--- src/include/glyph_resolver_pkg.sv ---
`default_nettype none
package glyph_resolver_pkg;
  // register indices; byte address is four times the index
  localparam logic [9:0] IDX_FG0 = 10'h0D2;
  localparam logic [9:0] IDX_FG1 = 10'h0D3;
  localparam logic [9:0] IDX_FG2 = 10'h0D4;
  localparam logic [9:0] IDX_BG0 = 10'h0D5;
  localparam logic [9:0] IDX_BG1 = 10'h0D6;
  localparam logic [9:0] IDX_BG2 = 10'h0D7;
  localparam logic [9:0] IDX_BASE = 10'h0D8;
  localparam logic [9:0] IDX_CTRL = 10'h0D9;
  localparam logic [9:0] IDX_CODE = 10'h0DA;
  localparam logic [9:0] IDX_STAT = 10'h0DB;
  localparam logic [9:0] IDX_ADDR = 10'h0DC;
  // reset values
  localparam logic [7:0] RST_COLOUR = 8'h00;
  localparam logic [31:0] RST_BASE = 32'h0000_0000;
  localparam logic [1:0] RST_SIZE = 2'h0;
  // size select: height class
  localparam logic [1:0] SIZE_16 = 2'h0;
  localparam logic [1:0] SIZE_24 = 2'h1;
  localparam logic [1:0] SIZE_32 = 2'h2;
  // bytes per glyph
  localparam logic [7:0] BPG_8X16 = 8'h10;
  localparam logic [7:0] BPG_16X16 = 8'h20;
  localparam logic [7:0] BPG_12X24 = 8'h30;
  localparam logic [7:0] BPG_24X24 = 8'h48;
  localparam logic [7:0] BPG_16X32 = 8'h40;
  localparam logic [7:0] BPG_32X32 = 8'h80;
  // glyph widths in dots
  localparam logic [5:0] W_8 = 6'h08;
  localparam logic [5:0] W_12 = 6'h0C;
  localparam logic [5:0] W_16 = 6'h10;
  localparam logic [5:0] W_24 = 6'h18;
  localparam logic [5:0] W_32 = 6'h20;
  // dots used in a byte: full, or high nibble only
  localparam logic [2:0] LAST_DOT_FULL = 3'h7;
  localparam logic [2:0] LAST_DOT_NIB = 3'h3;
  typedef enum logic [2:0] {
    ST_IDLE = 3'b000,
    ST_CALC = 3'b001,
    ST_FETCH = 3'b011,
    ST_DRAW = 3'b010,
    ST_NEXT = 3'b110
  } eng_state_t;
endpackage : glyph_resolver_pkg
`default_nettype wire
--- src/hw/user_glyph_code_resolver.sv ---
// Notes on behaviour
// RQ1 - half-width glyphs come in 8x16, 12x24 and 16x32 dots
// RQ2 - full-width glyphs come in 16x16, 24x24 and 32x32 dots
// RQ3 - codes 0000h to 7FFFh select half-width glyphs
// RQ4 - codes 8000h to FFFFh select full-width glyphs
// RQ5 - host writes only the code; device turns it into absolute glyph address
// RQ6 - device fetches glyph bytes and writes rendered dots to display memory
// RQ7 - set dots are painted in the foreground colour from D2h..D4h
// RQ8 - cleared dots are painted in the background colour from D5h..D7h
// RQ9 - 8x16 glyph is 16 bytes at base plus code times 16
// RQ10 - 16x16 glyph is 32 bytes at base plus code times 32
// RQ11 - 12x24 glyph is 48 bytes at base plus code times 48
// RQ12 - 12x24 glyphs ignore the low nibble of odd-numbered bytes
// RQ13 - 24x24 glyph is 72 bytes at base plus code times 72
// RQ14 - 16x32 glyph is 64 bytes at base plus code times 64
// RQ15 - 32x32 glyph is 128 bytes at base plus code times 128
// RQ16 - bytes read row by row, ceil(width/8) per row, msb is leftmost dot
// RQ17 - multiplier picked from size select and half/full code range
`default_nettype none
module user_glyph_code_resolver #(
  parameter int ADDR_W = 32
) (
  input wire logic clk_i,
  input wire logic rst_n_i,
  input wire logic psel_i,
  input wire logic penable_i,
  input wire logic pwrite_i,
  input wire logic [11:0] paddr_i,
  input wire logic [31:0] pwdata_i,
  output logic [31:0] prdata_o,
  output logic pready_o,
  output logic pslverr_o,
  output logic mem_req_o,
  output logic [ADDR_W-1:0] mem_addr_o,
  input wire logic mem_ack_i,
  input wire logic [7:0] mem_rdata_i,
  output logic pix_valid_o,
  input wire logic pix_ready_i,
  output logic [4:0] pix_x_o,
  output logic [4:0] pix_y_o,
  output logic [23:0] pix_colour_o,
  output logic busy_o
);
  logic [7:0] fg_ff [3];
  logic [7:0] bg_ff [3];
  logic [7:0] nxt_fg [3];
  logic [7:0] nxt_bg [3];
  logic [ADDR_W-1:0] base_ff, nxt_base;
  logic [1:0] size_ff, nxt_size;
  logic [15:0] code_ff, nxt_code;
  logic [31:0] prdata_ff, nxt_prdata;
  logic err_ff, nxt_err;
  logic setup, wr_acc, code_wr;
  logic [9:0] idx;
  glyph_resolver_pkg::eng_state_t state_ff, nxt_state;
  logic [ADDR_W-1:0] gaddr_ff, nxt_gaddr;
  logic [ADDR_W-1:0] maddr_ff, nxt_maddr;
  logic [7:0] ptr_ff, nxt_ptr;
  logic [7:0] byte_ff, nxt_byte;
  logic [2:0] dot_ff, nxt_dot;
  logic [5:0] x_ff, nxt_x;
  logic [4:0] y_ff, nxt_y;
  logic half_ff, nxt_half;
  logic [1:0] esize_ff, nxt_esize;
  logic [7:0] bpg;
  logic [5:0] width;
  logic last_byte;

  assign idx = paddr_i[11:2];
  assign setup = psel_i && !penable_i;
  assign wr_acc = psel_i && penable_i && pwrite_i;
  assign code_wr = wr_acc && (idx == glyph_resolver_pkg::IDX_CODE) && (state_ff == glyph_resolver_pkg::ST_IDLE);
  // zero wait states: read data is captured in the setup cycle
  assign pready_o = psel_i && penable_i;
  assign prdata_o = prdata_ff;
  assign pslverr_o = pready_o && err_ff;

  always_comb begin
    for (int i = 0; i < 3; i++) begin
      nxt_fg[i] = fg_ff[i];
      nxt_bg[i] = bg_ff[i];
    end
    nxt_base = base_ff;
    nxt_size = size_ff;
    nxt_code = code_ff;
    nxt_prdata = prdata_ff;
    nxt_err = err_ff;
    if (setup) begin
      nxt_err = 1'b0;
      nxt_prdata = 32'h0000_0000;
      unique case (idx)
        glyph_resolver_pkg::IDX_FG0: nxt_prdata = {24'h00_0000, fg_ff[0]};
        glyph_resolver_pkg::IDX_FG1: nxt_prdata = {24'h00_0000, fg_ff[1]};
        glyph_resolver_pkg::IDX_FG2: nxt_prdata = {24'h00_0000, fg_ff[2]};
        glyph_resolver_pkg::IDX_BG0: nxt_prdata = {24'h00_0000, bg_ff[0]};
        glyph_resolver_pkg::IDX_BG1: nxt_prdata = {24'h00_0000, bg_ff[1]};
        glyph_resolver_pkg::IDX_BG2: nxt_prdata = {24'h00_0000, bg_ff[2]};
        glyph_resolver_pkg::IDX_BASE: nxt_prdata = 32'(base_ff);
        glyph_resolver_pkg::IDX_CTRL: nxt_prdata = {30'h0000_0000, size_ff};
        glyph_resolver_pkg::IDX_CODE: nxt_prdata = {16'h0000, code_ff};
        glyph_resolver_pkg::IDX_STAT: nxt_prdata = {31'h0000_0000, busy_o};
        glyph_resolver_pkg::IDX_ADDR: nxt_prdata = 32'(gaddr_ff);
        default: nxt_err = 1'b1;
      endcase
    end
    if (wr_acc) begin
      unique case (idx)
        glyph_resolver_pkg::IDX_FG0: nxt_fg[0] = pwdata_i[7:0]; // [RQ7]
        glyph_resolver_pkg::IDX_FG1: nxt_fg[1] = pwdata_i[7:0]; // [RQ7]
        glyph_resolver_pkg::IDX_FG2: nxt_fg[2] = pwdata_i[7:0]; // [RQ7]
        glyph_resolver_pkg::IDX_BG0: nxt_bg[0] = pwdata_i[7:0]; // [RQ8]
        glyph_resolver_pkg::IDX_BG1: nxt_bg[1] = pwdata_i[7:0]; // [RQ8]
        glyph_resolver_pkg::IDX_BG2: nxt_bg[2] = pwdata_i[7:0]; // [RQ8]
        glyph_resolver_pkg::IDX_BASE: nxt_base = ADDR_W'(pwdata_i);
        glyph_resolver_pkg::IDX_CTRL: nxt_size = pwdata_i[1:0];
        // a code written while busy is dropped; software polls the busy bit
        glyph_resolver_pkg::IDX_CODE: if (code_wr) nxt_code = pwdata_i[15:0]; // [RQ5]
        default: nxt_err = err_ff;
      endcase
    end
  end

  always_ff @(posedge clk_i or negedge rst_n_i) begin
    if (!rst_n_i) begin
      for (int i = 0; i < 3; i++) begin
        fg_ff[i] <= glyph_resolver_pkg::RST_COLOUR;
        bg_ff[i] <= glyph_resolver_pkg::RST_COLOUR;
      end
      base_ff <= ADDR_W'(glyph_resolver_pkg::RST_BASE);
      size_ff <= glyph_resolver_pkg::RST_SIZE;
      code_ff <= 16'h0000;
      prdata_ff <= 32'h0000_0000;
      err_ff <= 1'b0;
    end else begin
      fg_ff <= nxt_fg;
      bg_ff <= nxt_bg;
      base_ff <= nxt_base;
      size_ff <= nxt_size;
      code_ff <= nxt_code;
      prdata_ff <= nxt_prdata;
      err_ff <= nxt_err;
    end
  end

  // geometry from the latched size class and code range
  always_comb begin
    unique case (esize_ff)
      glyph_resolver_pkg::SIZE_24: begin // [RQ1] [RQ2]
        bpg = half_ff ? glyph_resolver_pkg::BPG_12X24 : glyph_resolver_pkg::BPG_24X24; // [RQ11] [RQ13] [RQ17]
        width = half_ff ? glyph_resolver_pkg::W_12 : glyph_resolver_pkg::W_24;
      end
      glyph_resolver_pkg::SIZE_32: begin
        bpg = half_ff ? glyph_resolver_pkg::BPG_16X32 : glyph_resolver_pkg::BPG_32X32; // [RQ14] [RQ15] [RQ17]
        width = half_ff ? glyph_resolver_pkg::W_16 : glyph_resolver_pkg::W_32;
      end
      default: begin
        // the spare size code falls back to the 16-dot height
        bpg = half_ff ? glyph_resolver_pkg::BPG_8X16 : glyph_resolver_pkg::BPG_16X16; // [RQ9] [RQ10] [RQ17]
        width = half_ff ? glyph_resolver_pkg::W_8 : glyph_resolver_pkg::W_16;
      end
    endcase
  end

  assign last_byte = (ptr_ff == bpg - 8'h01);

  always_comb begin
    nxt_state = state_ff;
    nxt_gaddr = gaddr_ff;
    nxt_maddr = maddr_ff;
    nxt_ptr = ptr_ff;
    nxt_byte = byte_ff;
    nxt_dot = dot_ff;
    nxt_x = x_ff;
    nxt_y = y_ff;
    nxt_half = half_ff;
    nxt_esize = esize_ff;
    unique case (state_ff)
      glyph_resolver_pkg::ST_IDLE: begin
        if (code_wr) begin
          nxt_half = !pwdata_i[15]; // [RQ3] [RQ4]
          nxt_esize = size_ff;
          nxt_state = glyph_resolver_pkg::ST_CALC;
        end
      end
      glyph_resolver_pkg::ST_CALC: begin
        nxt_gaddr = ADDR_W'(base_ff + ADDR_W'(code_ff) * ADDR_W'(bpg)); // [RQ5]
        nxt_maddr = nxt_gaddr;
        nxt_ptr = 8'h00;
        nxt_x = 6'h00;
        nxt_y = 5'h00;
        nxt_state = glyph_resolver_pkg::ST_FETCH;
      end
      glyph_resolver_pkg::ST_FETCH: begin
        if (mem_ack_i) begin
          nxt_byte = mem_rdata_i; // [RQ6]
          // only the high nibble of odd bytes carries dots at 12 wide
          nxt_dot = (width == glyph_resolver_pkg::W_12 && ptr_ff[0])
            ? glyph_resolver_pkg::LAST_DOT_NIB : glyph_resolver_pkg::LAST_DOT_FULL; // [RQ12]
          nxt_state = glyph_resolver_pkg::ST_DRAW;
        end
      end
      glyph_resolver_pkg::ST_DRAW: begin
        if (pix_ready_i) begin
          nxt_byte = {byte_ff[6:0], 1'b0}; // [RQ16]
          nxt_x = x_ff + 6'h01;
          nxt_dot = dot_ff - 3'h1;
          if (dot_ff == 3'h0) nxt_state = glyph_resolver_pkg::ST_NEXT;
        end
      end
      glyph_resolver_pkg::ST_NEXT: begin
        nxt_ptr = ptr_ff + 8'h01;
        nxt_maddr = maddr_ff + ADDR_W'(1);
        if (x_ff == width) begin // [RQ16]
          nxt_x = 6'h00;
          nxt_y = y_ff + 5'h01;
        end
        nxt_state = last_byte ? glyph_resolver_pkg::ST_IDLE : glyph_resolver_pkg::ST_FETCH;
      end
      default: nxt_state = glyph_resolver_pkg::ST_IDLE;
    endcase
  end

  always_ff @(posedge clk_i or negedge rst_n_i) begin
    if (!rst_n_i) begin
      state_ff <= glyph_resolver_pkg::ST_IDLE;
      gaddr_ff <= '0;
      maddr_ff <= '0;
      ptr_ff <= 8'h00;
      byte_ff <= 8'h00;
      dot_ff <= 3'h0;
      x_ff <= 6'h00;
      y_ff <= 5'h00;
      half_ff <= 1'b1;
      esize_ff <= glyph_resolver_pkg::RST_SIZE;
    end else begin
      state_ff <= nxt_state;
      gaddr_ff <= nxt_gaddr;
      maddr_ff <= nxt_maddr;
      ptr_ff <= nxt_ptr;
      byte_ff <= nxt_byte;
      dot_ff <= nxt_dot;
      x_ff <= nxt_x;
      y_ff <= nxt_y;
      half_ff <= nxt_half;
      esize_ff <= nxt_esize;
    end
  end

  assign busy_o = (state_ff != glyph_resolver_pkg::ST_IDLE);
  assign mem_req_o = (state_ff == glyph_resolver_pkg::ST_FETCH);
  assign mem_addr_o = maddr_ff;
  assign pix_valid_o = (state_ff == glyph_resolver_pkg::ST_DRAW);
  assign pix_x_o = x_ff[4:0];
  assign pix_y_o = y_ff;
  assign pix_colour_o = byte_ff[7] ? {fg_ff[2], fg_ff[1], fg_ff[0]} // [RQ7]
                                   : {bg_ff[2], bg_ff[1], bg_ff[0]}; // [RQ8]

  // reference for the checks below, kept apart from the engine's own table and shifter
  logic [7:0] ref_byte_ff, nxt_ref_byte;
  logic [3:0] ref_dot_ff, nxt_ref_dot;
  logic [7:0] ref_cnt_ff, nxt_ref_cnt;
  logic [5:0] ref_w, ref_h;
  logic [7:0] ref_bytes;

  // glyph shape from size class and code range; bytes come from rows times whole bytes per row
  always_comb begin
    unique case (esize_ff)
      glyph_resolver_pkg::SIZE_24: begin // [RQ1] [RQ2]
        ref_w = half_ff ? glyph_resolver_pkg::W_12 : glyph_resolver_pkg::W_24;
        ref_h = glyph_resolver_pkg::W_24;
      end
      glyph_resolver_pkg::SIZE_32: begin // [RQ1] [RQ2]
        ref_w = half_ff ? glyph_resolver_pkg::W_16 : glyph_resolver_pkg::W_32;
        ref_h = glyph_resolver_pkg::W_32;
      end
      default: begin
        ref_w = half_ff ? glyph_resolver_pkg::W_8 : glyph_resolver_pkg::W_16;
        ref_h = glyph_resolver_pkg::W_16;
      end
    endcase
    // half-width glyphs are twice as tall as wide, full-width ones square
    ref_bytes = 8'(ref_h) * 8'((ref_w + 6'h07) >> 3); // [RQ16] [RQ17]
  end

  always_comb begin
    nxt_ref_byte = ref_byte_ff;
    nxt_ref_dot = ref_dot_ff;
    nxt_ref_cnt = ref_cnt_ff;
    if (code_wr) begin
      nxt_ref_cnt = 8'h00;
    end else if (state_ff == glyph_resolver_pkg::ST_FETCH && mem_ack_i) begin
      nxt_ref_byte = mem_rdata_i; // [RQ6]
      nxt_ref_dot = 4'h0;
      nxt_ref_cnt = ref_cnt_ff + 8'h01;
    end else if (pix_valid_o && pix_ready_i) begin
      nxt_ref_dot = ref_dot_ff + 4'h1;
    end
  end

  always_ff @(posedge clk_i or negedge rst_n_i) begin
    if (!rst_n_i) begin
      ref_byte_ff <= 8'h00;
      ref_dot_ff <= 4'h0;
      ref_cnt_ff <= 8'h00;
    end else begin
      ref_byte_ff <= nxt_ref_byte;
      ref_dot_ff <= nxt_ref_dot;
      ref_cnt_ff <= nxt_ref_cnt;
    end
  end

  // checks
  a_calc_address: assert property (@(posedge clk_i) disable iff (!rst_n_i) // [RQ5]
    state_ff == glyph_resolver_pkg::ST_CALC
      |=> gaddr_ff == ADDR_W'($past(base_ff) + ADDR_W'(code_ff) * ADDR_W'($past(ref_bytes))))
    else $error("glyph address not base plus code times size");
  a_half_range: assert property (@(posedge clk_i) disable iff (!rst_n_i) // [RQ3]
    code_wr && !pwdata_i[15] |=> half_ff)
    else $error("low code not taken as half width");
  a_full_range: assert property (@(posedge clk_i) disable iff (!rst_n_i) // [RQ4]
    code_wr && pwdata_i[15] |=> !half_ff)
    else $error("high code not taken as full width");
  a_bpg_select: assert property (@(posedge clk_i) disable iff (!rst_n_i) // [RQ17]
    busy_o |-> bpg == ref_bytes)
    else $error("bytes per glyph do not match the glyph shape");
  a_nibble_skip: assert property (@(posedge clk_i) disable iff (!rst_n_i) // [RQ12]
    state_ff == glyph_resolver_pkg::ST_FETCH && mem_ack_i && width == 6'h0C && ptr_ff[0] |=> dot_ff == 3'h3)
    else $error("odd 12-wide byte not trimmed to four dots");
  a_fg_paint: assert property (@(posedge clk_i) disable iff (!rst_n_i) // [RQ7]
    pix_valid_o && ref_byte_ff[3'h7 - ref_dot_ff[2:0]] |-> pix_colour_o == {fg_ff[2], fg_ff[1], fg_ff[0]})
    else $error("set dot not in foreground colour");
  a_bg_paint: assert property (@(posedge clk_i) disable iff (!rst_n_i) // [RQ8]
    pix_valid_o && !ref_byte_ff[3'h7 - ref_dot_ff[2:0]] |-> pix_colour_o == {bg_ff[2], bg_ff[1], bg_ff[0]})
    else $error("cleared dot not in background colour");
  a_row_wrap: assert property (@(posedge clk_i) disable iff (!rst_n_i) // [RQ16]
    state_ff == glyph_resolver_pkg::ST_NEXT && x_ff == width |=> x_ff == 6'h00 && y_ff == $past(y_ff) + 5'h01)
    else $error("row did not wrap at glyph width");
  a_fetch_seq: assert property (@(posedge clk_i) disable iff (!rst_n_i) // [RQ6]
    state_ff == glyph_resolver_pkg::ST_NEXT && !last_byte |=> mem_req_o && mem_addr_o == $past(mem_addr_o) + ADDR_W'(1))
    else $error("next glyph byte not fetched in sequence");
  c_half_glyph: cover property (@(posedge clk_i) disable iff (!rst_n_i) code_wr && !pwdata_i[15]);
  c_full_glyph: cover property (@(posedge clk_i) disable iff (!rst_n_i) code_wr && pwdata_i[15]);
  c_glyph_done: cover property (@(posedge clk_i) disable iff (!rst_n_i)
    state_ff == glyph_resolver_pkg::ST_NEXT && last_byte);
  c_stall: cover property (@(posedge clk_i) disable iff (!rst_n_i) pix_valid_o && !pix_ready_i);
  c_nibble_trim: cover property (@(posedge clk_i) disable iff (!rst_n_i)
    state_ff == glyph_resolver_pkg::ST_NEXT && ref_dot_ff == 4'h4);
  a_byte_total: assert property (@(posedge clk_i) disable iff (!rst_n_i) // [RQ9] [RQ10] [RQ11] [RQ13] [RQ14] [RQ15]
    state_ff == glyph_resolver_pkg::ST_NEXT && last_byte |-> ref_cnt_ff == ref_bytes)
    else $error("glyph ended after wrong number of bytes");
  a_no_overrun: assert property (@(posedge clk_i) disable iff (!rst_n_i) // [RQ9] [RQ15]
    state_ff == glyph_resolver_pkg::ST_NEXT && !last_byte |-> ref_cnt_ff < ref_bytes)
    else $error("glyph ran past its last byte");
  // sequence numbers start at zero, so an odd byte leaves the count even
  a_dots_per_byte: assert property (@(posedge clk_i) disable iff (!rst_n_i) // [RQ12] [RQ16]
    state_ff == glyph_resolver_pkg::ST_NEXT
      |-> ref_dot_ff == ((ref_w == glyph_resolver_pkg::W_12 && !ref_cnt_ff[0]) ? 4'h4 : 4'h8))
    else $error("wrong number of dots drawn from a byte");
  a_x_in_row: assert property (@(posedge clk_i) disable iff (!rst_n_i) // [RQ16]
    pix_valid_o |-> {1'b0, pix_x_o} < ref_w)
    else $error("dot placed outside the glyph width");
  // colour is left out: software may rewrite a colour register during a stall
  a_pix_hold: assert property (@(posedge clk_i) disable iff (!rst_n_i) // [RQ6]
    pix_valid_o && !pix_ready_i |=> pix_valid_o && $stable(pix_x_o) && $stable(pix_y_o))
    else $error("dot moved while the display side stalled");
  a_req_hold: assert property (@(posedge clk_i) disable iff (!rst_n_i) // [RQ6]
    mem_req_o && !mem_ack_i |=> mem_req_o && $stable(mem_addr_o))
    else $error("fetch dropped or moved before its answer");
  a_busy_refuse: assert property (@(posedge clk_i) disable iff (!rst_n_i) // [RQ5]
    wr_acc && idx == glyph_resolver_pkg::IDX_CODE && busy_o |=> $stable(code_ff))
    else $error("code written while busy was taken");
  a_first_fetch: assert property (@(posedge clk_i) disable iff (!rst_n_i) // [RQ5] [RQ6]
    code_wr |-> ##2 mem_req_o && mem_addr_o == gaddr_ff)
    else $error("first glyph byte not fetched from the resolved address");
endmodule : user_glyph_code_resolver
`default_nettype wire

--- config.mk ---
export PLATFORM = sky130hd
export DESIGN_NAME = user_glyph_code_resolver
export DESIGN_NICKNAME = d
export VERILOG_FILES = /design/src/include/glyph_resolver_pkg.sv /design/src/hw/user_glyph_code_resolver.sv
export SDC_FILE = /design/constraint.sdc
export NUM_CORES = 1
export LEC_CHECK = 0
export ABC_AREA = 0
export BUFFER_PORTS_ARGS = -buffer_cell sky130_fd_sc_hd__buf_2
export CORE_MARGIN = 4
export CORE_UTILIZATION = 25
export DETAILED_ROUTE_END_ITERATION = 8
export HOLD_SLACK_MARGIN = 0.12
export PLACE_DENSITY = 0.5
export SYNTH_ARGS = -nofsm -noshare
export SYNTH_HDL_FRONTEND = slang
export SYNTH_SLANG_ARGS = --single-unit
--- constraint.sdc ---
create_clock -name clk_i -period 16.47 [get_ports clk_i]
set_clock_uncertainty 0.15 [all_clocks]
set_input_delay 1.647 -clock clk_i [delete_from_list [all_inputs] [get_ports clk_i]]
set_output_delay 1.647 -clock clk_i [all_outputs]
set_load 0.02 [all_outputs]
**Word-level counts from Yosys, hierarchy flattened**

Index checks and enable logic that the tools add are counted.

- $add $sub $neg: 7
- Multiply operators: 1
- Eq/ne operators: 26
- Multiplexer cells: 34
- Reduce and logical (&&, ||, !) cells: 31

Operators with widths:

| cell | number |
|---|---|
| 32-bit case mux with 11 select lines | 1 |
| 10-bit by 8-bit == test with 1-bit output (second input constant) | 11 |
| 32-bit case mux with 2 select lines | 1 |
| 8-bit case mux with 2 select lines | 3 |
| 32-bit by 1-bit adder with 32-bit output (second input constant) | 1 |
| 32-bit by 24-bit adder with 32-bit output | 1 |
| 16-bit by 8-bit multiplier with 24-bit output | 1 |
| 24-bit two-way mux | 1 |
| 6-bit two-way mux | 4 |
| 8-bit two-way mux | 3 |
| 3-bit two-way mux | 7 |
| 2-bit AND reduction | 10 |
| 6-bit case mux with 3 select lines | 1 |
| 5-bit two-way mux | 3 |
| 3-bit case mux with 5 select lines | 1 |
| 6-bit case mux with 2 select lines | 1 |
| 11-bit OR reduction | 1 |
| 5-bit case mux with 2 select lines | 1 |
| 3-bit AND reduction | 3 |
| 9-bit OR reduction | 1 |
| 8-bit by 1-bit adder with 8-bit output (second input constant) | 1 |
| 8-bit == test | 1 |
| 8-bit by 1-bit subtractor with 8-bit output (second input constant) | 1 |
| 1-bit logical AND | 7 |
| 21 further kinds | 33 |

- Register bits: 231
- Input bits: 59
- Output and inout bits: 103
- Word-level logic and storage cells: 120

**Longest topological paths before layout**

- Depth after elaboration: 7
- Depth in mapped cells: 23
- Mapped depth without buffers: 20

**Least setup slack after synthesis**

No wires, ideal clock.

- Path type: reg-to-reg
- Start: register esize_ff[1]
- End: register gaddr_ff[27]
- Setup time: 133 ps
- Arrival: 5,715 ps
- Required time: 16,187 ps
- Slack: 10,472 ps
- Cell stages (with the launch flop): 22
- Buffers on the path: 2
- Clock period less this slack: 5,998 ps
- Cell sequence: dfrtp_1 inv_1 ha_1 clkbuf_1 nor2b_1 a21o_1 clkbuf_1 and2_1 fa_1 fa_1 inv_1 fa_1 inv_1 fa_1 ha_1 a21o_1 a221o_1 a41o_1 a211oi_2 o21ai_1 xnor2_1 o21ai_0

- Longest elaborated chain between the ends: 4
- Elaborated cells on any way between the ends: 5
- Classes of those cells: add/sub (1); mul (1); eq/ne (2); mux (1)

Ends and longest elaborated chain:

| item | RTL line | RTL |
|---|---|---|
| from (decl) | user_glyph_code_resolver.sv:64 | `logic [1:0] esize_ff, nxt_esize;` |
| from (signal assigned) | user_glyph_code_resolver.sv:234 | `esize_ff <= glyph_resolver_pkg::RST_SIZE;` |
| from (signal assigned) | user_glyph_code_resolver.sv:245 | `esize_ff <= nxt_esize;` |
| 2-bit == test / 2-bit by 1-bit == test with 1-bit output (equally long branches) | -- |  |
| 8-bit case mux with 2 select lines * | user_glyph_code_resolver.sv:147 | `unique case (esize_ff)` |
| 16-bit by 8-bit multiplier with 24-bit output * | user_glyph_code_resolver.sv:186 | `nxt_gaddr = ADDR_W'(base_ff + ADDR_W'(code_ff) * ADDR_W'(bpg));` |
| 32-bit by 24-bit adder with 32-bit output * | user_glyph_code_resolver.sv:186 |  |
| to (signal assigned) | user_glyph_code_resolver.sv:237 | `gaddr_ff <= nxt_gaddr;` |
| to (decl) | user_glyph_code_resolver.sv:56 | `logic [ADDR_W-1:0] gaddr_ff, nxt_gaddr;` |

Every way passes the cells marked *; elsewhere a longest branch is shown, timed or not.
A chain may end at the register's enable or synchronous reset.

**Final worst setup path**

- Start: register esize_ff[1]
- End: register maddr_ff[28] (netlist: mem_addr_o[28])

- Longest elaborated chain between the ends: 5
- Elaborated cells on any way between the ends: 6
- Classes of those cells: add/sub (1); mul (1); eq/ne (2); mux (2)

Ends and longest elaborated chain:

| item | RTL line | RTL |
|---|---|---|
| 2-bit == test / 2-bit by 1-bit == test with 1-bit output (equally long branches) | -- |  |
| 8-bit case mux with 2 select lines * | user_glyph_code_resolver.sv:147 |  |
| 16-bit by 8-bit multiplier with 24-bit output * | user_glyph_code_resolver.sv:186 |  |
| 32-bit by 24-bit adder with 32-bit output * | user_glyph_code_resolver.sv:186 |  |
| 32-bit case mux with 2 select lines * | user_glyph_code_resolver.sv:177 | `unique case (state_ff)` |
| to (signal assigned) | user_glyph_code_resolver.sv:238 | `maddr_ff <= nxt_maddr;` |
| to (decl) | user_glyph_code_resolver.sv:57 | `logic [ADDR_W-1:0] maddr_ff, nxt_maddr;` |

Marks and branches as above.

==> results.sh <==
export IMPL_status="completed"
export IMPL_first_global_vias=11596
export IMPL_grt_max_degree=115
export IMPL_ant_nets=0
export IMPL_path_class="register to register"
export IMPL_cts_sinks=231
export IMPL_dpl_instance_area_um2=16500
export IMPL_pre_cts_ws_ns=9.42
export IMPL_cp_cell_sequence="inv_1 > ha_1 > nor2b_1 > buf_4 > a21o_1 > and2_1 > fa_1 > fa_1 > inv_1 > fa_1 > inv_1 > fa_1 > ha_1 > and3_1 > o311ai_1 > a2111oi_0 > o211ai_1 > xor2_1 > o221ai_1"
export IMPL_crit_fanout=18
export IMPL_design_area_um2=17400
export IMPL_nFillCells=6209
export IMPL_first_pass_iters=5
export IMPL_synth_sequential_area_ratio=0.386
export IMPL_synth_top_cell_by_area="dfrtp_1"
export IMPL_rsz0062_at_grt="no"
export IMPL_routabilityCongestion=0.819
export IMPL_drtIter0Drc=612
export IMPL_avgViaCountPerCell=4.84
export IMPL_power_density_nw_per_um2=83.9
export IMPL_fp_row_count=89
export IMPL_crit_start="esize_ff[1]$_DFFE_PN0P_"
export IMPL_finalSetupViolCount=0
export IMPL_yosys_warnings=0
export IMPL_antenna_found_initial=1
export IMPL_h_tree_depth=1
export IMPL_hpwl_um=33300
export IMPL_syn_area_per_cell_um2=9.99
export IMPL_postRouteWirelength_um=44600
export IMPL_path_common_cell="fa_1"
export IMPL_required_ns=16.72
export IMPL_min_period_ns=7.11
export IMPL_synthArstFlopShare=1.00
export IMPL_cts_tree="done"
export IMPL_ys_ff_latch=231
export IMPL_hold_class="register to register"
export IMPL_multi_input_area_um2=8370
export IMPL_nNetsFinal=1812
export IMPL_cts_root_buffer="clkbuf_16"
export IMPL_fmax_ghz=0.141
export IMPL_clk_latency_ns=0.58
export IMPL_grt_first_pass_wirelength_um=69200
export IMPL_portBuffers=159
export IMPL_netlist_top_cells_area="dfrtp_1, mux2_2, fa_1, ha_1, nand2_1"
export IMPL_slew_viol_final=0
export IMPL_core_um2=59100
export IMPL_grtUsageTotal=0.137
export IMPL_holdWs_ns=0.324
export IMPL_numCtsBuffers=28
export IMPL_setup_tns_ns=0
export IMPL_drv_cap=0
export IMPL_wl_per_cell_um=18.5
export IMPL_synth_flop_cell="dfrtp_1"
export IMPL_synth_top_area_share=0.384
export IMPL_arrival_ns=7.36
export IMPL_cts_setup_buffers=0
export IMPL_top_level_ports=162
export IMPL_die_h_um=253
export IMPL_fin_ws_ns=9.36
export IMPL_r2r_start="esize_ff[1]$_DFFE_PN0P_"
export IMPL_syn_area_um2=15000
export IMPL_crit_path_end_kind="register"
export IMPL_postCtsHoldBufs=0
export IMPL_drc=0
export IMPL_p_leak_nw=8.68
export IMPL_gr_total_overflow=0
export IMPL_die_x_um=253
export IMPL_hold_viol_final=0
export IMPL_start_util=0.253
export IMPL_fin_crit_sh=0.432
export IMPL_hp_start="prdata_o[19]$_DFFE_PN0P_"
export IMPL_slowest_stage="a2111oi_0"
export IMPL_area_growth_pct=16.2
export IMPL_clockBufferDepth=3
export IMPL_clkSlewWorstSetupHoldPaths_ns=0.06
export IMPL_dieArea_um2=63900
export IMPL_vias=11648
export IMPL_relSlewSlack=0.147
export IMPL_ys_types=70
export IMPL_cp_start_kind="register"
export IMPL_cpPeakStageDelay_ns=1.08
export IMPL_synthesis_nets=1696
export IMPL_syn_instance_count=1499
export IMPL_synth_edf_count=0
export IMPL_diodes=0
export IMPL_vdd_drop_max_v=0.0000712
export IMPL_cts_resized_gates=0
export IMPL_layout_drive_gt1_share=0.228
export IMPL_cp_buffers_inverters=4
export IMPL_fin_util=0.294
export IMPL_crit_family="adder cells"
export IMPL_regArea_um2=5780
export IMPL_worstMarginPinSlew_ns=1.25
-- power by group --
part | total (mW) | internal, mW | switching [mW]
Sequential | 0.649 | 0.600 | 0.0490
Clock | 0.617 | 0.359 | 0.258
Combinational | 0.193 | 0.0754 | 0.118
-- synthesized netlist by cell type, drive strengths merged, types with 4 or more instances --
master and n:
a222oi 10, nor2b 9, o211ai 18, and2 75, nor3 19, nand3b 6
o21ai 91, or3 8, o31ai 8, or2 4, a31oi 7, a21o 15
o21a 5, nand2 186, a211oi 7, nor2 42, a32oi 5, fa 60
nand2b 9, clkbuf 51, mux2 136, a21oi 35, dfrtp 230, a22oi 23
mux2i 19, xor2 22, nand3 45, xnor2 16, inv 121, mux4 4
buf 35, nand4 22, ha 78, o311ai 13, and3 22
-- metal layers --
metal  routed length [um]  track usage
met3                 2230       0.0215
met1                20900        0.196
met5                    0            0
met4                  863       0.0258
met2                20600        0.222
-- worst register-to-register path: cells and delay by family (launching register included) --
family	cells	cell delay [ns]
AOI/OAI and AO/OA	5	2.18
xor gates and xnor gates	1	0.34
adders and majority gates	6	2.73
buffers and inverters	4	0.44
DFF	1	0.41
and+or+nand+nor	3	0.68
-- final timing paths --
kind,slack [ns],end,cells after the start
setup / recovery,9.36,mem_addr_o[28]$_DFFE_PN0P_,19
hold / removal,0.32,prdata_o[19]$_DFFE_PN0P_,2
setup reg to reg,9.36,mem_addr_o[28]$_DFFE_PN0P_,19
hold reg to reg,0.32,prdata_o[19]$_DFFE_PN0P_,2
max in group asynchronous,13.02,fg_ff[22]$_DFFE_PN0P_,3
min in group asynchronous,1.01,prdata_o[25]$_DFFE_PN0P_,1
-- sequential cells by signal, summed over array words and instances, names as in the netlist, 2 cells and up --
name        cells
x_ff            6
gaddr_ff       32
code_ff        16
esize_ff        2
ptr_ff          8
dot_ff          3
pix_y_o         5
fg_ff          24
state_ff        3
byte_ff         8
mem_addr_o     32
prdata_o       32
bg_ff          24
size_ff         2
base_ff        32
-- cells by family after synthesis --
| group | after synthesis | synth area share |
|---|---|---|
| buffers and inverters | 207 | 0.0552 |
| DFF | 231 | 0.386 |
| adders and majority gates | 138 | 0.145 |
| muxes | 159 | 0.121 |
| AOI/OAI and AO/OA | 266 | 0.118 |
| and+or+nand+nor | 460 | 0.152 |
| xor gates and xnor gates | 38 | 0.0222 |
-- cell type report --
type | count | share of cell area
timing repair buffer | 172 | 0.0519
clock inverter | 11 | 0.00583
sequential | 231 | 0.332
inverter | 121 | 0.0261
multi-input combinational | 1061 | 0.481
tap | 773 | 0.0556
clock buffer | 40 | 0.0469
-- cell usage in the layout, fill, tap and decap left out, types with 28 or more instances in the layout --
master,n
dfrtp_1,230
nand2_1,186
buf_2,158
mux2_2,136
inv_1,120
o21ai_0,89
ha_1,78
and2_1,72
fa_1,60
nand3_1,43
nor2_1,41
a21oi_1,35
clkbuf_16,28
-- per-stage QoR --
step / instances / total power, mW
after global placement: 2358 / 0.854
after floorplan: 1499 / 0.781
after global routing: 2409 / 1.53
after CTS: 2409 / 1.48
after detailed placement: 2358 / 0.859
final: 2409 / 1.46
Power figures use the tool's default switching activity.
